File: config.mk
export PLATFORM = sky130hd
export DESIGN_NAME = ursel_device_flat
export DESIGN_NICKNAME = d
export VERILOG_FILES = /design/src/ursel_pkg.sv /design/src/ursel_if.sv /design/src/ursel_device.sv /design/src/ursel_decoder.sv /design/src/flat_wrapper.sv
export SDC_FILE = /design/constraint.sdc
export NUM_CORES = 1
export LEC_CHECK = 0
export ABC_AREA = 1
export BUFFER_PORTS_ARGS = -buffer_cell sky130_fd_sc_hd__buf_2
export CAP_MARGIN = 20
export CORE_MARGIN = 5
export CORE_UTILIZATION = 57
export CTS_CLUSTER_SIZE = 10
export DETAILED_ROUTE_END_ITERATION = 7
export GPL_TIMING_DRIVEN = 0
export HOLD_SLACK_MARGIN = 0.05
export PLACE_DENSITY = 0.76
export SYNTH_ARGS = -nofsm -noshare
export SYNTH_HDL_FRONTEND = slang
export SYNTH_SLANG_ARGS = --single-unit
File: constraint.sdc
create_clock -name pclk -period 2.8 [get_ports pclk]
set_input_delay 0.84 -clock pclk [delete_from_list [all_inputs] [get_ports pclk]]
set_output_delay 0.84 -clock pclk [all_outputs]
set_load 0.01 [all_outputs]
File: src/ursel_pkg.sv
package ursel_pkg;
	// ==========================================
	// Register offsets on the parallel bus
	localparam logic [2:0] OFS_DIV_LOW = 3'h0;
	localparam logic [2:0] OFS_DIV_HIGH = 3'h1;
	localparam logic [2:0] OFS_FEATURE = 3'h2;
	localparam logic [2:0] OFS_LINE = 3'h3;
	localparam logic [2:0] OFS_MODEM = 3'h4;
	localparam logic [2:0] OFS_RESUME_ONE = 3'h4;
	localparam logic [2:0] OFS_RESUME_TWO = 3'h5;
	localparam logic [2:0] OFS_PAUSE_ONE = 3'h6;
	localparam logic [2:0] OFS_PAUSE_TWO = 3'h7;
	localparam logic [2:0] OFS_SCRATCH = 3'h7;
	// ==========================================
	// Magic values and field positions
	localparam logic [7:0] LINE_DIVISOR_KEY = 8'h80;
	localparam logic [7:0] LINE_FEATURE_KEY = 8'hBF;
	localparam logic [7:0] LINE_NORMAL = 8'h03;
	localparam int FEATURE_UNLOCK_BIT = 4;
	localparam int MODEM_EXT_BIT = 6;
	localparam int MODEM_READY_BIT = 2;
	localparam logic [7:0] REG_RESET = 8'h00;
	// ==========================================
	// Oversampling timing, in 16x clocks
	localparam logic [3:0] BIT_CYCLES_M1 = 4'hF;
	localparam logic [3:0] MID_BIT_CYCLES_M1 = 4'h7;
	localparam logic [3:0] DATA_BITS = 4'h8;
	// ==========================================
	// APB answer
	localparam logic [31:0] APB_UNMAPPED = 32'h0000_0000;
	// Host command register offsets (APB byte addresses)
	localparam logic [7:0] CMD_ADDR_OFS = 8'h00;
	localparam logic [7:0] CMD_WDATA_OFS = 8'h04;
	localparam logic [7:0] CMD_GO_OFS = 8'h08;
	localparam logic [7:0] CMD_STATUS_OFS = 8'h0C;
	localparam logic [7:0] CMD_RXCHAR_OFS = 8'h10;
	// Register selector
	typedef enum logic [3:0] {
		SEL_NORMAL = 4'h0,
		SEL_DIV_LOW = 4'h1,
		SEL_DIV_HIGH = 4'h2,
		SEL_FEATURE = 4'h3,
		SEL_LINE = 4'h4,
		SEL_MODEM = 4'h5,
		SEL_RESUME_ONE = 4'h6,
		SEL_RESUME_TWO = 4'h7,
		SEL_PAUSE_ONE = 4'h8,
		SEL_PAUSE_TWO = 4'h9,
		SEL_HALT_LEVEL = 4'hA,
		SEL_TRIG_LEVEL = 4'hB,
		SEL_READY = 4'hC,
		SEL_SCRATCH = 4'hD
	} ursel_sel_type;
endpackage

File: src/ursel_if.sv
`timescale 1ns/100ps
interface ursel_if;
	// Parallel 8-bit host bus, one access per strobe pulse
	logic [2:0] addr;
	logic [7:0] wdata;
	logic [7:0] rdata;
	logic wr_stb;
	logic rd_stb;
	logic rd_valid;
	// Infrared receive pin and 16x tick
	logic ir_rx;
	logic oversample_clock;
	modport device (input addr, input wdata, output rdata, input wr_stb, input rd_stb, output rd_valid,
		input ir_rx, input oversample_clock);
	modport host (output addr, output wdata, input rdata, output wr_stb, output rd_stb, input rd_valid,
		output ir_rx, output oversample_clock);
endinterface

File: src/ursel_device.sv
// Our own choice: the APB interface to the registers.
`timescale 1ns/100ps
// Behaviour
// - Tolerate one-tick high glitch between zeros
// - Sample 8th tick after start, then every 16
// - Start zero, stop one; start edge resyncs
// - Positive pulses decode at trailing edge
// - Source keeps pulse trailing edges 16 apart
// - Line BF maps first pause/resume chars
// - Line BF maps second pause/resume chars
// - Line BF maps feature register at 02
// - Host sets unlock bit keeping others
// - Unlocked, line 00, modem bit6: halt level
// - Same conditions: trigger level at 07
// - Ready status at 07 via modem rewrite
// - Restoring line value returns base map
// - Falling edge: decoded low 16 ticks
module ursel_device (
	input wire logic pclk,
	input wire logic presetn,
	ursel_if.device bus,
	input wire logic rx_invert,
	input wire logic [7:0] ready_flags,
	output logic [7:0] rx_char,
	output logic rx_char_valid,
	output logic frame_err,
	output logic [15:0] baud_divisor
);
	import ursel_pkg::*;
	typedef enum logic [1:0] {
		RX_IDLE = 2'b00,
		RX_START = 2'b01,
		RX_DATA = 2'b10,
		RX_STOP = 2'b11
	} ursel_rx_type;
	typedef struct packed {
		logic [7:0] div_low;
		logic [7:0] div_high;
		logic [7:0] feature;
		logic [7:0] line;
		logic [7:0] modem;
		logic [7:0] res1;
		logic [7:0] res2;
		logic [7:0] pau1;
		logic [7:0] pau2;
		logic [7:0] halt_lvl;
		logic [7:0] trig_lvl;
		logic [7:0] scratch;
		logic [7:0] rdata;
		logic rd_valid;
		logic [2:0] tsync;
		logic dprev;
		ursel_rx_type rx_st;
		logic [3:0] tcnt;
		logic [3:0] bits;
		logic [7:0] shift;
		logic [7:0] rx_char;
		logic rx_valid;
		logic ferr;
	} ursel_dev_type;
	ursel_dev_type s_r;
	ursel_dev_type s_nxt;
	ursel_sel_type sel;
	logic dec_rx;
	logic tick;
	logic unlocked;
	logic [7:0] rd_mux;
	// ==========================================
	// Infrared decoder
	ursel_decoder u_dec (
		.pclk(pclk),
		.presetn(presetn),
		.tick(tick),
		.ir_rx(bus.ir_rx),
		.invert(rx_invert),
		.dec_rx(dec_rx)
	);
	// ==========================================
	// Register selection from current contents and address
	always_comb begin
		unlocked = s_r.feature[FEATURE_UNLOCK_BIT] & s_r.modem[MODEM_EXT_BIT];
		sel = SEL_NORMAL; // Base map otherwise
		if (bus.addr == OFS_LINE) begin
			sel = SEL_LINE;
		end else if (s_r.line == LINE_DIVISOR_KEY && bus.addr == OFS_DIV_LOW) begin
			sel = SEL_DIV_LOW;
		end else if (s_r.line == LINE_DIVISOR_KEY && bus.addr == OFS_DIV_HIGH) begin
			sel = SEL_DIV_HIGH;
		end else if (s_r.line == LINE_FEATURE_KEY) begin
			unique case (bus.addr)
				OFS_FEATURE: sel = SEL_FEATURE;
				OFS_RESUME_ONE: sel = SEL_RESUME_ONE;
				OFS_PAUSE_ONE: sel = SEL_PAUSE_ONE;
				OFS_RESUME_TWO: sel = SEL_RESUME_TWO;
				OFS_PAUSE_TWO: sel = SEL_PAUSE_TWO;
				default: sel = SEL_NORMAL;
			endcase
		end else if (bus.addr == OFS_MODEM) begin
			sel = SEL_MODEM;
		end else if (unlocked && s_r.line == REG_RESET && bus.addr == OFS_PAUSE_ONE) begin
			sel = SEL_HALT_LEVEL;
		end else if (unlocked && s_r.line == REG_RESET && bus.addr == OFS_PAUSE_TWO) begin
			sel = SEL_TRIG_LEVEL;
		end else if (s_r.modem[MODEM_READY_BIT] && bus.addr == OFS_PAUSE_TWO) begin
			sel = SEL_READY;
		end else if (bus.addr == OFS_SCRATCH) begin
			sel = SEL_SCRATCH;
		end
		unique case (sel)
			SEL_DIV_LOW: rd_mux = s_r.div_low;
			SEL_DIV_HIGH: rd_mux = s_r.div_high;
			SEL_FEATURE: rd_mux = s_r.feature;
			SEL_LINE: rd_mux = s_r.line;
			SEL_MODEM: rd_mux = s_r.modem;
			SEL_RESUME_ONE: rd_mux = s_r.res1;
			SEL_RESUME_TWO: rd_mux = s_r.res2;
			SEL_PAUSE_ONE: rd_mux = s_r.pau1;
			SEL_PAUSE_TWO: rd_mux = s_r.pau2;
			SEL_HALT_LEVEL: rd_mux = s_r.halt_lvl;
			SEL_TRIG_LEVEL: rd_mux = s_r.trig_lvl;
			SEL_READY: rd_mux = ready_flags;
			SEL_SCRATCH: rd_mux = s_r.scratch;
			default: rd_mux = s_r.rx_char;
		endcase
	end
	// ==========================================
	// Register writes, reads, 16x tick and receiver
	always_comb begin
		s_nxt = s_r;
		s_nxt.rd_valid = 1'b0;
		s_nxt.rx_valid = 1'b0;
		if (bus.rd_stb) begin
			s_nxt.rdata = rd_mux;
			s_nxt.rd_valid = 1'b1;
		end
		if (bus.wr_stb) begin
			unique case (sel)
				SEL_DIV_LOW: s_nxt.div_low = bus.wdata;
				SEL_DIV_HIGH: s_nxt.div_high = bus.wdata;
				SEL_FEATURE: s_nxt.feature = bus.wdata;
				SEL_LINE: s_nxt.line = bus.wdata;
				SEL_MODEM: s_nxt.modem = bus.wdata;
				SEL_RESUME_ONE: s_nxt.res1 = bus.wdata;
				SEL_RESUME_TWO: s_nxt.res2 = bus.wdata;
				SEL_PAUSE_ONE: s_nxt.pau1 = bus.wdata;
				SEL_PAUSE_TWO: s_nxt.pau2 = bus.wdata;
				SEL_HALT_LEVEL: s_nxt.halt_lvl = bus.wdata;
				SEL_TRIG_LEVEL: s_nxt.trig_lvl = bus.wdata;
				SEL_SCRATCH: s_nxt.scratch = bus.wdata;
				default: s_nxt.scratch = s_r.scratch; // Read-only targets ignore writes
			endcase
		end
		// 16x clock pin, edge taken once stages agree
		s_nxt.tsync = {s_r.tsync[1:0], bus.oversample_clock};
		tick = s_r.tsync[1] & s_r.tsync[2] & ~s_r.dprev;
		s_nxt.dprev = (s_r.tsync[1] == s_r.tsync[2]) ? s_r.tsync[2] : s_r.dprev;
		if (tick) begin
			s_nxt.tcnt = s_r.tcnt - 4'h1;
			unique case (s_r.rx_st)
				RX_IDLE: begin
					if (!dec_rx) begin
						s_nxt.rx_st = RX_START; // Start edge resyncs strobe
						s_nxt.tcnt = MID_BIT_CYCLES_M1 - 4'h1;
					end
				end
				RX_START: begin
					if (s_r.tcnt == 4'h0) begin
						// Mid-bit check of start; glitches ignored
						s_nxt.rx_st = dec_rx ? RX_IDLE : RX_DATA;
						s_nxt.tcnt = BIT_CYCLES_M1;
						s_nxt.bits = 4'h0;
					end
				end
				RX_DATA: begin
					if (s_r.tcnt == 4'h0) begin
						s_nxt.shift = {dec_rx, s_r.shift[7:1]}; // Strobe every 16
						s_nxt.bits = s_r.bits + 4'h1;
						s_nxt.tcnt = BIT_CYCLES_M1;
						if (s_r.bits == DATA_BITS - 4'h1) begin
							s_nxt.rx_st = RX_STOP;
						end
					end
				end
				RX_STOP: begin
					if (s_r.tcnt == 4'h0) begin
						s_nxt.rx_char = s_r.shift;
						s_nxt.rx_valid = 1'b1;
						s_nxt.ferr = ~dec_rx; // Trailing one expected
						s_nxt.rx_st = RX_IDLE;
					end
				end
			endcase
		end
	end
	// State register
	always_ff @(posedge pclk or negedge presetn) begin
		if (!presetn) begin
			s_r <= '0;
			s_r.line <= LINE_NORMAL;
			s_r.tsync <= 3'h0;
			s_r.rx_st <= RX_IDLE;
		end else begin
			s_r <= s_nxt;
		end
	end
	assign bus.rdata = s_r.rdata;
	assign bus.rd_valid = s_r.rd_valid;
	assign rx_char = s_r.rx_char;
	assign rx_char_valid = s_r.rx_valid;
	assign frame_err = s_r.ferr;
	assign baud_divisor = {s_r.div_high, s_r.div_low};
endmodule

File: src/ursel_decoder.sv
`timescale 1ns/100ps
module ursel_decoder (
	input wire logic pclk,
	input wire logic presetn,
	input wire logic tick,
	input wire logic ir_rx,
	input wire logic invert,
	output logic dec_rx
);
	import ursel_pkg::*;
	typedef struct packed {
		logic [2:0] sync;
		logic prev;
		logic [3:0] cnt;
		logic low;
		logic pend;
	} ursel_dec_type;
	ursel_dec_type s_r;
	ursel_dec_type s_nxt;
	logic lvl;
	logic fall;
	// Filtered level once second and third stages agree
	always_comb begin
		s_nxt = s_r;
		s_nxt.sync = {s_r.sync[1:0], ir_rx ^ invert};
		lvl = (s_r.sync[1] == s_r.sync[2]) ? s_r.sync[2] : s_r.prev;
		s_nxt.prev = lvl;
		fall = s_r.prev & ~lvl; // Falling edges only: positive pulses decode at trailing edge
		if (fall) begin
			s_nxt.pend = 1'b1; // Falling edge held until next 16x tick
		end
		if (tick) begin
			if (s_r.pend | fall) begin
				s_nxt.low = 1'b1; // Decoded line low at next tick
				s_nxt.cnt = BIT_CYCLES_M1;
				s_nxt.pend = 1'b0;
			end else if (s_r.low) begin
				if (s_r.cnt == 4'h0) begin
					s_nxt.low = 1'b0; // Low for 16 ticks then high
				end else begin
					s_nxt.cnt = s_r.cnt - 4'h1;
				end
			end
		end
	end
	// State register
	always_ff @(posedge pclk or negedge presetn) begin
		if (!presetn) begin
			s_r <= '{sync: 3'h7, prev: 1'b1, cnt: 4'h0, low: 1'b0, pend: 1'b0};
		end else begin
			s_r <= s_nxt;
		end
	end
	assign dec_rx = ~s_r.low;
endmodule

File: src/flat_wrapper.sv
// flat-port wrapper written by rule: the top's interface ports become plain ports
module ursel_device_flat import ursel_pkg::*;
  (pclk, presetn, rx_invert, ready_flags, rx_char, rx_char_valid, frame_err, baud_divisor, bus_addr, bus_wdata, bus_rdata, bus_wr_stb, bus_rd_stb, bus_rd_valid, bus_ir_rx, bus_oversample_clock);
  ursel_if bus_i ();
  input wire logic pclk;
  input wire logic presetn;
  input wire logic rx_invert;
  input wire logic [7:0] ready_flags;
  output logic [7:0] rx_char;
  output logic rx_char_valid;
  output logic frame_err;
  output logic [15:0] baud_divisor;
  input wire logic [$bits(bus_i.addr)-1:0] bus_addr;
  input wire logic [$bits(bus_i.wdata)-1:0] bus_wdata;
  output wire logic [$bits(bus_i.rdata)-1:0] bus_rdata;
  input wire logic [$bits(bus_i.wr_stb)-1:0] bus_wr_stb;
  input wire logic [$bits(bus_i.rd_stb)-1:0] bus_rd_stb;
  output wire logic [$bits(bus_i.rd_valid)-1:0] bus_rd_valid;
  input wire logic [$bits(bus_i.ir_rx)-1:0] bus_ir_rx;
  input wire logic [$bits(bus_i.oversample_clock)-1:0] bus_oversample_clock;
  assign bus_i.addr = bus_addr;
  assign bus_i.wdata = bus_wdata;
  assign bus_rdata = bus_i.rdata;
  assign bus_i.wr_stb = bus_wr_stb;
  assign bus_i.rd_stb = bus_rd_stb;
  assign bus_rd_valid = bus_i.rd_valid;
  assign bus_i.ir_rx = bus_ir_rx;
  assign bus_i.oversample_clock = bus_oversample_clock;
  ursel_device u_core (.pclk(pclk), .presetn(presetn), .bus(bus_i), .rx_invert(rx_invert), .ready_flags(ready_flags), .rx_char(rx_char), .rx_char_valid(rx_char_valid), .frame_err(frame_err), .baud_divisor(baud_divisor));
endmodule
==> flow_summary.yaml <==
sta:
  maxSlewViolCount: 0
  period_needed_ps: 2570
  max-slew-margin-rel_pct: 43.4
  fmax_mhz: 389
  fin_hold_ws_ps: 356
  timing.final.ws_setup_ps: 228
  rsz0062_at_grt: "no"
  fin_skew_ps: 9.33
  setup_viol: 0
  fin_crit_sh_pct: 91.9
  worstMarginPinSlew_ps: 850
  hold_viol_final: 0
power_and_ir_drop:
  vdd.ir_drop.worst_mv: 0.490
  cellPowerDensity_nw_per_um2: 708
  p_leak_uw: 0.00434
worst_setup_path:
  crit_type: "reg2reg"
  reg2reg_from: "u_core.s_r[110]$_DFFE_PN0P_"
  r2r_slack_ps: 230
  max_stage_delay_ps: 430
  crit_path_max_fanout: 10
  startpoint_type: "flop"
  slowest_stage: "dfrtp_1"
  r2r-end: "u_core.bus.rdata[4]$_DFFE_PN0P_"
  crit_chain: "nor2_2, inv_2, nor2_4, nand3_4, nor2_4, inv_2, nand2_8, nor2_4, buf_2, nand3_1, nand2_1, nor3_1, nand3_1, nand2_1, nand2_1"
  worstPathArrival_ps: 2890
  worstPathRequired_ps: 3120
  endpoint_kind: "flop"
  reg2regPathDepth: 15
synth:
  synth_fa_ha_area_share_pct: 0.840
  yosys_warnings: 0
  syn_inst: 859
  seq_area_frac_synth_pct: 49.5
  synth_flop_cell: "dfrtp_1"
  synth_area_per_cell_um2: 8.67
  async_flop_share_pct: 100
  yosys-top-cells-area: "dfrtp_1, nand2_1, nand3_1"
  synth_fp_nets: 890
  netlist.area_leader.share_pct: 47.4
  synth_most_common_cell: "nand2_1"
  synth_compound_area_share_pct: 12.5
  ys_ff_latch: 147
  syn_area_um2: 7440
  yosys.area.top_type: "dfrtp_1"
  synth_simple_gate_area_share_pct: 27.5
  synth_commonest_cells: "nand2_1, dfrtp_1, nor2_1, inv_1, nand3_1"
  ys_types: 42
  yosys.area_share.xor_xnor_pct: 0.353
  synth_edf_count: 0
  muxShareOfSynthArea_pct: 0.151
  synth_top_family_by_area: "simple AND/OR/NAND/NOR gates"
clock_tree:
  cts_tree: "yes"
  clock_latency_ps: 430
  hold_buffers: 0
  cts_htree_levels: 4
  clock_tree.root_cell: "clkbuf_16"
  clk_pin_slew_ps: 60
  clock-sinks: 147
  cts_resized: 0
  clockBufferDepth: 2
  post_cts_buffers: 0
  cts-buffers-inserted: 17
detailed_routing:
  vias: 6083
  drt_iter0_markers: 622
  firstDrtPassIters: 7
  drt_wl_total_um: 18500
  drtAntennaViolNets: 0
  viasPerCell: 5.42
  wl_per_cell_um: 16.5
  drcViolationCount: 0
global_route:
  grt_pass1_vias: 5819
  met3_usage_pct: 5.79
  grt.busiest_layer: "met2"
  grtUsageMet1_pct: 33.9
  gr-usage-met2_pct: 38.3
  overflow: 0
  grt_antenna_before_repair: 0
  grtUsageTotal_pct: 24.5
  grt_pass1_wl_um: 30100
  grt_max_degree: 78
worst_hold_path:
  min_from: "u_core.u_dec.s_nxt[8]$_DFF_PN1_"
  holdPathEnd: "u_core.u_dec.s_nxt[9]$_DFF_PN1_"
  min_path_type: "reg2reg"
  hold_depth: 0
layout:
  final_layout_size_suffix_gt1_share_pct: 22.5
  final_area_um2: 8630
  diodes: 0
  nNetsFinal: 969
  synthToLayoutAreaGrowth_pct: 15.9
place:
  pre_cts_ws_ps: -130
  dp_hpwl_um: 12900
  place_congestion: 0.905
  placed_area_um2: 7990
  io_buffers: 59
floorplanning:
  ios: 61
  dieArea_um2: 15400
  die_w_um: 124
  die_h_um: 124
  start_util_pct: 58.5
  core-area_um2: 12700
  core.rowCount: 41
outcome:
  outcome: "finished, final reports clean"
job:
  maxCapViolations: 0
[sequential cells by signal, summed over array words and instances, names as in the netlist]
signal                cells
u_core.bus.rd_valid       1
u_core.u_dec.s_nxt        2
u_core.rx_char            8
u_core.s_nxt              2
u_core.baud_divisor      16
u_core.frame_err          1
u_core.s_r              100
u_core.bus.rdata          8
u_core.u_dec.s_r          8
u_core.rx_char_valid      1
[logic make-up after synthesis]
logic type | Yosys count
simple gates | 413
compound gates | 161
flops | 147
xor+xnor | 3
fa+ha+maj | 5
buf+inv | 129
mux | 1
[cell usage in the layout (no fill, tap or decap), types with 2 or more instances in the layout]
cell        synthesis  layout
buf_4              33      33
a21oi_1            28      28
dfstp_2             6       6
dfrtp_1           141     141
nand2_4             8       8
buf_2               4      62
nor2_8              9       9
nor2_1             71      71
clkinvlp_4          0       3
clkinv_4            0       2
o21ai_1            40      40
inv_1              62      62
nand2_1           229     229
o22ai_1             2       2
a22o_1              5       5
inv_2              10      10
clkbuf_16           0      17
nor3_1             10      10
nor2_2              5       5
nor3_4              2       2
bufinv_16           0       5
o21ai_2            13      13
ha_1                5       5
nand2_2             9       9
o211ai_1            3       3
nor2_4              6       6
clkbuf_1            9      11
o21a_1             11      11
o21ai_0            54      54
clkinv_2            0       2
inv_6               2       3
xor2_1              3       3
nand2_8             4       4
buf_6               6       7
nand3_1            57      57
[final cells by class]
type	count	area [um^2]
Sequential cell	147	3690
Clock inverter	13	209
Fill cell	1082	4090
Buffer	53	384
Tap cell	172	215
Timing Repair Buffer	60	329
Multi-Input combinational cell	583	3080
Clock buffer	19	433
Inverter	76	298
[report_power, final]
part           leakage, uW  total [uW]  internal (uW)  switching, uW
clock network     0.000304        2480           1580            902
registers          0.00188        2650           2440            205
logic              0.00215         984            380            604
total              0.00434        6110           4400           1710
[stage by stage]
stage | cells | setup TNS, ps | util, % | power (uW)
floorplan | 859 | 0 | - | 3330
global placement | 1090 | -177210 | 62.5 | 3610
detailed placement | 1091 | -963 | 62.8 | 3660
CTS | 1123 | 0 | 67.8 | 6120
global route | 1123 | 0 | 67.8 | 6400
finish | 1123 | 0 | 67.8 | 6110
[critical path: cells and delay by family (launching register included)]
kind | cells | cell delay (ps)
buffers and inverters | 3 | 380
DFF | 1 | 430
and+or+nand+nor | 12 | 1630
[worst max path at each step]
stage / from / endpoint / depth (start not counted)
6_report: u_core.s_r[110]$_DFFE_PN0P_ / u_core.bus.rdata[4]$_DFFE_PN0P_ / 15
5_1_grt: u_core.s_r[110]$_DFFE_PN0P_ / u_core.bus.rdata[3]$_DFFE_PN0P_ / 15
4_1_cts: u_core.s_r[107]$_DFFE_PN0P_ / u_core.bus.rdata[4]$_DFFE_PN0P_ / 15
3_5_place_dp: bus_addr[2] / u_core.bus.rdata[4]$_DFFE_PN0P_ / 14
3_3_place_gp: presetn / u_core.rx_char[2]$_DFFE_PN0P_ / 1
2_1_floorplan: bus_addr[1] / u_core.s_r[96]$_DFFE_PN0P_ / 11
[layer usage]
| metal | vias to the layer above | share of wire [%] |
|---|---|---|
| li1 | 2919 | - |
| met1 | 2905 | 44 |
| met2 | 222 | 46 |
| met3 | 37 | 6.9 |
| met4 | 0 | 2.6 |
| met5 | - | 0 |
(Power assumes the default switching activity.)
